[config.mk]
export PLATFORM = sky130hd
export DESIGN_NAME = ecd_cmd_sched
export DESIGN_NICKNAME = d
export VERILOG_FILES = /design/src/ecd_pkg.sv /design/src/ecd_if.sv /design/src/ecd_uframe_div.sv /design/src/ecd_cmd_sched.sv
export SDC_FILE = /design/constraint.sdc
export NUM_CORES = 1
export LEC_CHECK = 0
export ABC_AREA = 1
export BUFFER_PORTS_ARGS = -buffer_cell sky130_fd_sc_hd__buf_2
export CORE_MARGIN = 2
export CORE_UTILIZATION = 30
export CTS_BUF_LIST = sky130_fd_sc_hd__clkbuf_8
export DETAILED_ROUTE_END_ITERATION = 8
export GPL_TIMING_DRIVEN = 1
export HOLD_SLACK_MARGIN = 0.12
export PLACE_DENSITY_LB_ADDON = 0.2
export SLEW_MARGIN = 30
export SYNTH_ARGS = -nofsm -noshare
export SYNTH_HDL_FRONTEND = slang
export SYNTH_HIERARCHICAL = 1
export SYNTH_SLANG_ARGS = --single-unit
export TNS_END_PERCENT = 50
[constraint.sdc]
create_clock -name clk -period 2.9 [get_ports clk]
set_input_delay 0.145 -clock clk [delete_from_list [all_inputs] [get_ports clk]]
set_output_delay 0.145 -clock clk [all_outputs]
set_load 0.03 [all_outputs]
[src/ecd_pkg.sv]
// package: constants for the command register schedule and doorbell logic
`default_nettype none
package ecd_pkg;
  // ************************************************
  // register layout
  // ************************************************
  localparam int CMD_WIDTH = 32;
  localparam int DOORBELL_BIT = 6;
  localparam int ASYNC_EN_BIT = 5;
  localparam int PERIODIC_EN_BIT = 4;
  localparam int THRESH_LSB = 16;
  localparam int THRESH_WIDTH = 8;
  localparam logic [7:0] THRESH_RESET = 8'h08;
  localparam logic ENABLE_RESET = 1'b0;
  // ************************************************
  // timing: one micro-frame is 125 us
  // ************************************************
  localparam int CLK_MHZ = 100;
  localparam int UFRAME_US = 125;
  localparam int UFRAME_CYCLES = UFRAME_US * CLK_MHZ;
  // doorbell handshake states
  typedef enum logic [1:0] {
    ECD_IDLE = 2'b00,
    ECD_WAIT_ADV = 2'b01,
    ECD_FLAG_SET = 2'b10
  } ecd_state_t;
endpackage : ecd_pkg
`default_nettype wire

[src/ecd_if.sv]
// interface: micro-frame enable between the tick divider and the register logic
`default_nettype none
interface ecd_tick_if;
  logic uframe_tick;
  modport source (output uframe_tick);
  modport sink (input uframe_tick);
endinterface : ecd_tick_if
`default_nettype wire

[src/ecd_uframe_div.sv]
// file: micro-frame enable pulse divider
`default_nettype none
module ecd_uframe_div
  import ecd_pkg::*;
#(
  parameter int CYCLES = UFRAME_CYCLES
) (
  // clock and reset
  input wire logic clk,
  input wire logic reset,
  // pulse out
  ecd_tick_if.source tick
);
  logic [15:0] count_reg;
  // free-running count, one pulse per micro-frame
  always_ff @(posedge clk or posedge reset) begin
    if (reset) begin
      count_reg <= 16'h0000;
    end else if (count_reg == 16'(CYCLES - 1)) begin
      count_reg <= 16'h0000;
    end else begin
      count_reg <= count_reg + 16'h0001;
    end
  end
  assign tick.uframe_tick = (count_reg == 16'(CYCLES - 1));
endmodule : ecd_uframe_div
`default_nettype wire

[src/ecd_cmd_sched.sv]
// file: command register schedule enables, doorbell, threshold-paced interrupt
`default_nettype none
// ************************************************
// command register logic
// ************************************************
module ecd_cmd_sched
  import ecd_pkg::*;
#(
  parameter int UFRAME_CYC = UFRAME_CYCLES
) (
  // clock and reset
  input wire logic clk,
  input wire logic reset,
  // register port
  input wire logic cmd_write,
  input wire logic [CMD_WIDTH-1:0] cmd_wdata,
  output logic [CMD_WIDTH-1:0] host_command_reg,
  // status and interrupt enable
  input wire logic async_advance_irq_enable,
  input wire logic async_advance_flag_clear,
  output logic async_advance_flag,
  output logic irq,
  // schedule engine
  input wire logic async_advanced,
  input wire logic cache_evicted,
  output logic async_fetch_enable,
  output logic periodic_fetch_enable,
  input wire logic [31:0] async_list_pointer,
  input wire logic [31:0] periodic_frame_list_pointer,
  output logic [31:0] async_fetch_addr,
  output logic [31:0] periodic_fetch_addr
);
  ecd_tick_if tick_bus ();

  // stored fields and internal state
  logic async_sched_enable_reg;
  logic periodic_sched_enable_reg;
  logic async_advance_doorbell_reg;
  logic [THRESH_WIDTH-1:0] irq_threshold_ctrl_reg;
  logic [THRESH_WIDTH-1:0] thresh_count_reg;
  logic flag_reg;
  logic irq_reg;
  logic boundary;
  logic ring_req;
  logic advance_hit;
  ecd_state_t state_reg;

  ecd_uframe_div #(.CYCLES(UFRAME_CYC)) u_div (
    .clk(clk),
    .reset(reset),
    .tick(tick_bus.source)
  );

  // ************************************************
  // decoding helpers
  // ************************************************
  // a write rings only when it carries a one in the doorbell position
  function automatic logic rings_doorbell(
    input logic write,
    input logic [CMD_WIDTH-1:0] data
  );
    return write && data[DOORBELL_BIT];
  endfunction : rings_doorbell

  // an advance counts only once the engine reports its caches flushed
  function automatic logic advance_complete(
    input logic advanced,
    input logic evicted
  );
    return advanced && evicted;
  endfunction : advance_complete

  // both decodes are named once so every process sees the same condition
  assign ring_req = rings_doorbell(cmd_write, cmd_wdata);
  assign advance_hit = advance_complete(async_advanced, cache_evicted);

  // ************************************************
  // software controls
  // ************************************************
  // async schedule enable, plain read/write; off after reset so nothing is fetched early
  always_ff @(posedge clk or posedge reset) begin
    if (reset) begin
      async_sched_enable_reg <= ENABLE_RESET;
    end else if (cmd_write) begin
      async_sched_enable_reg <= cmd_wdata[ASYNC_EN_BIT];
    end
  end

  // periodic schedule enable, plain read/write
  always_ff @(posedge clk or posedge reset) begin
    if (reset) begin
      periodic_sched_enable_reg <= ENABLE_RESET;
    end else if (cmd_write) begin
      periodic_sched_enable_reg <= cmd_wdata[PERIODIC_EN_BIT];
    end
  end

  // threshold field; a written zero is kept and later paced as one micro-frame
  always_ff @(posedge clk or posedge reset) begin
    if (reset) begin
      irq_threshold_ctrl_reg <= THRESH_RESET;
    end else if (cmd_write) begin
      irq_threshold_ctrl_reg <= cmd_wdata[THRESH_LSB +: THRESH_WIDTH];
    end
  end

  // doorbell: set by a written one, cleared only by the controller
  always_ff @(posedge clk or posedge reset) begin
    if (reset) begin
      async_advance_doorbell_reg <= 1'b0;
    end else if (ring_req) begin
      async_advance_doorbell_reg <= 1'b1;
    end else if (state_reg == ECD_FLAG_SET) begin
      async_advance_doorbell_reg <= 1'b0;
    end
  end

  // ************************************************
  // doorbell handshake
  // ************************************************
  // wait for an advance with caches evicted, then flag, then drop the bell
  always_ff @(posedge clk or posedge reset) begin
    if (reset) begin
      state_reg <= ECD_IDLE;
    end else begin
      case (state_reg)
        ECD_IDLE: begin
          if (async_advance_doorbell_reg) begin
            state_reg <= ECD_WAIT_ADV;
          end
        end
        ECD_WAIT_ADV: begin
          // an inactive schedule never advances; software must avoid this
          if (advance_hit) begin
            state_reg <= ECD_FLAG_SET;
          end
        end
        ECD_FLAG_SET: begin
          // one cycle here lets the bell drop only after the flag is visible
          state_reg <= ECD_IDLE;
        end
        default: begin
          state_reg <= ECD_IDLE;
        end
      endcase
    end
  end

  // sticky status flag; a set beats a same-cycle clear
  always_ff @(posedge clk or posedge reset) begin
    if (reset) begin
      flag_reg <= 1'b0;
    end else if (state_reg == ECD_WAIT_ADV && advance_hit) begin
      flag_reg <= 1'b1;
    end else if (async_advance_flag_clear) begin
      flag_reg <= 1'b0;
    end
  end

  // ************************************************
  // interrupt pacing
  // ************************************************
  // counts micro-frames; threshold zero treated as one to avoid stalling
  always_ff @(posedge clk or posedge reset) begin
    if (reset) begin
      thresh_count_reg <= '0;
    end else if (tick_bus.uframe_tick) begin
      if (boundary) begin
        thresh_count_reg <= '0;
      end else begin
        thresh_count_reg <= thresh_count_reg + 8'h01;
      end
    end
  end
  // combinational so the interrupt flop samples it on the tick edge itself
  assign boundary = tick_bus.uframe_tick &&
    (thresh_count_reg + 8'h01 >= irq_threshold_ctrl_reg);

  // interrupt follows the flag; it rises only at a boundary but drops as soon as flag or enable is low
  always_ff @(posedge clk or posedge reset) begin
    if (reset) begin
      irq_reg <= 1'b0;
    end else if (!(flag_reg && async_advance_irq_enable)) begin
      irq_reg <= 1'b0;
    end else if (boundary) begin
      irq_reg <= 1'b1;
    end
  end

  // ************************************************
  // outputs
  // ************************************************
  // readback: reserved bits and fields kept elsewhere read as zero
  always_comb begin
    host_command_reg = '0;
    host_command_reg[DOORBELL_BIT] = async_advance_doorbell_reg;
    host_command_reg[ASYNC_EN_BIT] = async_sched_enable_reg;
    host_command_reg[PERIODIC_EN_BIT] = periodic_sched_enable_reg;
    host_command_reg[THRESH_LSB +: THRESH_WIDTH] = irq_threshold_ctrl_reg;
  end

  // status and interrupt straight from their flip-flops
  assign async_advance_flag = flag_reg;
  assign irq = irq_reg;

  // fetch gating; a disabled list presents address zero, never a stale pointer
  assign async_fetch_enable = async_sched_enable_reg;
  assign periodic_fetch_enable = periodic_sched_enable_reg;
  assign async_fetch_addr = async_sched_enable_reg ? async_list_pointer : 32'h0000_0000;
  assign periodic_fetch_addr =
    periodic_sched_enable_reg ? periodic_frame_list_pointer : 32'h0000_0000;
endmodule : ecd_cmd_sched
`default_nettype wire

==> flow_summary.ini, run 1 <==
[clock_network]
cts.repair.resized = 0
clkSlewWorstSetupHoldPaths_ps = 80
cts_hold_buffers = 16
cts-root-buf = clkbuf_8
cts_tree = yes
cts_made_buffers = 5
htreeDepth = 2
post-cts-setup-buffers = 0
clkSinkCount = 39
worstSkewPairLatency_ps = 290
clockBufferDepth = 2

[placed_design]
place_area_um2 = 3710
dpl.hpwl_mm = 6.37
place.gp.congestion = 0.835
port_buffers = 160

[outcome]
run_status = completed

[grt]
grt_pass1_wl_mm = 12.1
grt_use_total = 0.144
grt_overflow = 0
grt_max_degree = 36
grt_pass1_vias = 2699
antenna_found_initial = 0

[sta]
final-max-slew-violation-count = 0
timing.fmax_ghz = 0.483
timing.hold.ws_ps = 226
relSlewSlack = 0.576
finClkSkew_ps = 4.50
setup_viol = 0
hold_viol = 0
worst_pin_slew_ps = 635
rsz0062_at_grt = no
min_period_over_period = 0.714
fin_crit_ps = 2070
setup_tns_ps = 0

[layout]
final_area_um2 = 3960
drive_gt1_frac = 0.328
utilization = 0.425
synthToLayoutAreaGrowth_pct = 36.7
layout_common_cells = buf_2 (160), nand2_1 (158), inv_1 (102)
nets = 727
fill_cells = 997
final_common_cell = buf_2
largest_register_ffs = 16
n_antenna_cell = 0

[detailed_routing]
final_antenna_net_count = 0
drc = 0
dr.first_iter.drc_count = 88
routedWlPerCell_um = 10.5
dr.pass1.iters = 4
vias = 2948
via_per_inst = 3.96
routed_wl_mm = 7.78

[floorplan]
core.rowCount = 35
die_w_um = 102
core_area_um2 = 9330
start_util = 0.311
io_pins = 203
die-area_um2 = 10500
dieHeight_um = 102

[synthesis]
seq_area_frac_synth = 0.337
ys_types = 29
synthArstFlopShare = 1.00
synth_ff_type = dfrtp_1
yosys_warnings = 6
synth_edf_count = 0
syn-cell-area_um2 = 2900
syn_area_per_cell_um2 = 6.51
ys_ff_latch = 39
synthCells = 445

[worst_setup_path]
cp_slowest_cell = dfrtp_1
critPathLaunchType = flop
r2r_setup_slack_ps = 830
reg2regPathDepth = 11
cp_max_fo = 8
end_kind = flop
cp_common_cell = nand2_1
path_class = reg2reg
crit_path_start = thresh_count_reg[0]
slowest_delay_ps = 420
rr_endpoint = thresh_count_reg[5]
r2r_start = thresh_count_reg[0]
arrival_ps = 2300
worstPathCellList = ha_1 > nand3_1 > nand3b_4 > xnor2_2 > ha_1 > nand2_1 > o21a_1 > nand2_1 > nor2_4 > nand2_1 > nand2_1
worstPathRequired_ps = 3130
crit_path_end = thresh_count_reg[5]

[worst_hold_path]
hold_class = in2reg

[flow_run]
max_cap_violations = 0

[power_and_ir_drop]
peakVddDrop_mv = 0.143
p_leak_nw = 2.75
power_density_nw_per_um2 = 356
[power breakdown]
group          internal (mW)  total, mW  switching, mW
clock network          0.165      0.361          0.196
registers              0.564      0.597         0.0329
logic                  0.139      0.451          0.312
[cells by family after synthesis]
kind of cell	synth area share
AOI/OAI and AO/OA	0.0324
xor gates and xnor gates	0.0358
adders and majority gates	0.0432
buffers and inverters	0.219
DFF	0.337
other	0.00129
and+or+nand+nor	0.331
[stage by stage]
step	instances	worst slack [ps]	power (mW)
2_1_floorplan	465	1060	0.921
3_3_place_gp	720	837	1.04
3_5_place_dp	720	805	1.05
4_1_cts	744	775	1.43
5_1_grt	744	591	1.49
6_report	744	828	1.41
[how the worst min path moves through the flow]
stage	start	end	slack, ps	depth (start not counted)
floorplan	reset	u_div/count_reg[0]	60	1
global placement	reset	u_div/count_reg[10]	290	2
detailed placement	reset	u_div/count_reg[11]	290	2
CTS	cmd_write	irq_threshold_ctrl_reg[0]	230	3
global route	cmd_write	periodic_fetch_enable	250	3
finish	cmd_write	async_fetch_enable	230	3
[layer usage]
layer / vias to the layer above / routed length, um / global-route usage
met5: - / 0 / 0
met2: 89 / 3930 / 0.250
met4: 0 / 93 / 0.0379
met3: 9 / 518 / 0.0410
met1: 1287 / 3240 / 0.175
li1: 1563 / - / -
[cells in the mapped netlist, drive strengths merged, types with 2 or more instances]
master	number	area [um2]
nand2	163	629
inv	109	409
nor2	43	224
dfrtp	38	951
buf	26	190
o21ai	11	58.8
ha	10	125
nand3	9	45.0
xor2	9	78.8
clkbuf	8	30.0
a21oi	4	20.0
nand4	4	25.0
nor3	2	10.0
xnor2	2	25.0
[critical path: cells and delay by family, from the launching register on]
kind	cells	cell delay, ps
simple gates	7	830
flops	1	420
compound gates	1	120
xor+xnor	1	140
fa+ha+maj	2	490
[final cells by class]
type	instances	area [um2]	area share
multi-input combinational	282	1360	0.344
sequential	39	980	0.247
timing repair buffer	176	961	0.243
inverter	110	414	0.105
tap	129	161	0.0407
clock buffer	5	68.8	0.0174
clock inverter	3	15.0	0.00379
Note: power is estimated with default switching activity, not from simulation.
==> run 2: changes to the inputs <==
==> constraint.sdc (replaced) <==
create_clock -name clk -period 1.8 [get_ports clk]
set_input_delay 0.09 -clock clk [delete_from_list [all_inputs] [get_ports clk]]
set_output_delay 0.09 -clock clk [all_outputs]
set_load 0.03 [all_outputs]
==> run 2 against run 1 <==
  * The run now ends with negative setup slack left
  * Clock power rose by 53%
  * Final cell count up 2.6%
  * Largest cell class unchanged
  * Critical endpoint is now thresh_count_reg[3]
  * Sequential share of layout area is 1.4 points lower
  * Sequential power increased by 55%
  * Clock-buffer cell count unchanged
  * Global-route usage about the same
  * First-iteration DRC count is 66% lower
  * Core utilization up 2.5 points
  * Flip-flop and latch count unchanged
==> flow_summary.ini, run 2 (same netlist as run 1, synthesis figures left out) <==
[floorplan]
core_area_um2 = 9330
dieHeight_um = 102
die_w_um = 102
io_pins = 203
core.rowCount = 35
die-area_um2 = 10500
start_util = 0.311

[sta]
finClkSkew_ps = 4.61
final-max-slew-violation-count = 0
fin_crit_ps = 1930
rsz0062_at_grt = yes
hold_viol = 0
worst_pin_slew_ps = 646
setup_viol = 9
setup_slack_ps = -129
setup_tns_ps = -1020
timing.fmax_ghz = 0.519
relSlewSlack = 0.569
min_period_over_period = 1.07

[flow_run]
max_cap_violations = 0

[worst_setup_path]
crit_path_end = thresh_count_reg[3]
arrival_ps = 2150
cp_slowest_cell = dfrtp_1
end_kind = flop
slowest_delay_ps = 420
worstPathRequired_ps = 2020
reg2regPathDepth = 12
r2r_setup_slack_ps = -130
cp_max_fo = 8
crit_path_start = thresh_count_reg[0]
r2r_start = thresh_count_reg[0]
worstPathCellList = inv_2 > nor2_4 > nand3_1 > xor2_1 > inv_2 > ha_4 > a21oi_2 > o21a_1 > nand2_2 > nor2_4 > nand2_1 > nand2_1
critPathLaunchType = flop
rr_endpoint = thresh_count_reg[3]
path_class = reg2reg

[grt]
grt_use_total = 0.144
grt_pass1_vias = 2769
antenna_found_initial = 0
grt_max_degree = 36
grt_pass1_wl_mm = 12.2
grt_overflow = 0

[layout]
drive_gt1_frac = 0.363
layout_common_cells = buf_2 (160), nand2_1 (154), inv_1 (106)
multiInputGateArea_um2 = 1460
regArea_um2 = 978
final_area_um2 = 4200
largest_register_ffs = 16
n_antenna_cell = 0
nets = 746
fill_cells = 981
instances_no_fill = 763
final_common_cell = buf_2
synthToLayoutAreaGrowth_pct = 44.9

[power_and_ir_drop]
power_frac_comb = 0.344
peakVddDrop_mv = 0.292
p_sw_frac = 0.378
pwr-share-clk = 0.245
p_sw_mw = 0.851
intPower_mw = 1.40
power_density_nw_per_um2 = 537
p_seq_frac = 0.412
power_mw = 2.25
p_leak_nw = 2.86

[placed_design]
place.gp.congestion = 0.815
dpl.hpwl_mm = 6.57
dp_worst_setup_slack_ps = -152
dpl.cell_count = 736
place_area_um2 = 3840
port_buffers = 160

[worst_hold_path]
hold_class = in2reg
hold_depth = 3
worstHoldStart = cmd_write

[detailed_routing]
drc = 0
vias = 3001
routedWlPerCell_um = 10.5
final_antenna_net_count = 0
dr.pass1.iters = 4
dr.first_iter.drc_count = 30
via_per_inst = 3.93
routed_wl_mm = 8.02

[clock_network]
clkSlewWorstSetupHoldPaths_ps = 70
htreeDepth = 2
cts-root-buf = clkbuf_8
cts_tree = yes
clockBufferDepth = 2
worstSkewPairLatency_ps = 280
clkSinkCount = 39
cts_made_buffers = 5

[outcome]
run_status = finished, violations left
violations = negative setup slack
run 2: cell types whose count changed in the layout (fill, tap and decap cells not counted), sizes merged:
cell | previous run | this run
clkinv | 4 | 1
inv | 109 | 112
buf | 160 | 179
run 2: layout make-up:
cell class | instances | area share
clock inverter | 3 | 0.00268
tap | 129 | 0.0384
clock buffer | 5 | 0.0164
inverter | 110 | 0.0986
multi-input combinational | 282 | 0.348
sequential | 39 | 0.233
timing repair buffer | 195 | 0.263
run 2: how the worst min path moves through the flow:
stage                                      endpoint
after floorplan                  u_div/count_reg[0]
after global placement          thresh_count_reg[7]
after detailed placement        thresh_count_reg[6]
after CTS                 irq_threshold_ctrl_reg[3]
after global routing          periodic_fetch_enable
final                     irq_threshold_ctrl_reg[3]
run 2: what timing repair did:
item / in CTS / in global routing
hold buffers: 16 / 0
setup endpoints to repair: 9 / 9
endpoints found under the hold margin: 53 / 0
gates resized for setup: 5 / 9
pin swaps: 16 / 10
cloned: 0 / 0
setup buffers: 2 / 1
run 2: power groups by stage:
stage	Clock, mW	Combinational [mW]	Sequential [mW]
2_1_floorplan	0	0.493	0.992
3_3_place_gp	0	0.742	0.944
3_5_place_dp	0	0.744	0.945
4_1_cts	0.578	0.781	0.928
5_1_grt	0.613	0.851	0.932
6_report	0.552	0.774	0.927
run 2: routing by layer:
metal  global-route usage  share of wire
met1                0.188           0.43
met2                0.253           0.52
met3               0.0321          0.046
met4               0.0185         0.0012
met5                    0              0
run 2: critical path: cells and delay by family (launching register included):
kind / cells / cell delay (ps)
DFF: 1 / 420
AOI/OAI and AO/OA: 2 / 260
buffers and inverters: 2 / 150
xor gates and xnor gates: 1 / 170
adders and majority gates: 1 / 220
and+or+nand+nor: 6 / 660
run 2: per-stage QoR:
| stage | util | hold slack, ps |
|---|---|---|
| CTS | 0.444 | 168 |
| global placement | 0.412 | 200 |
| floorplan | - | 3.74 |
| global route | 0.450 | 220 |
| finish | 0.450 | 174 |
| detailed placement | 0.412 | 190 |
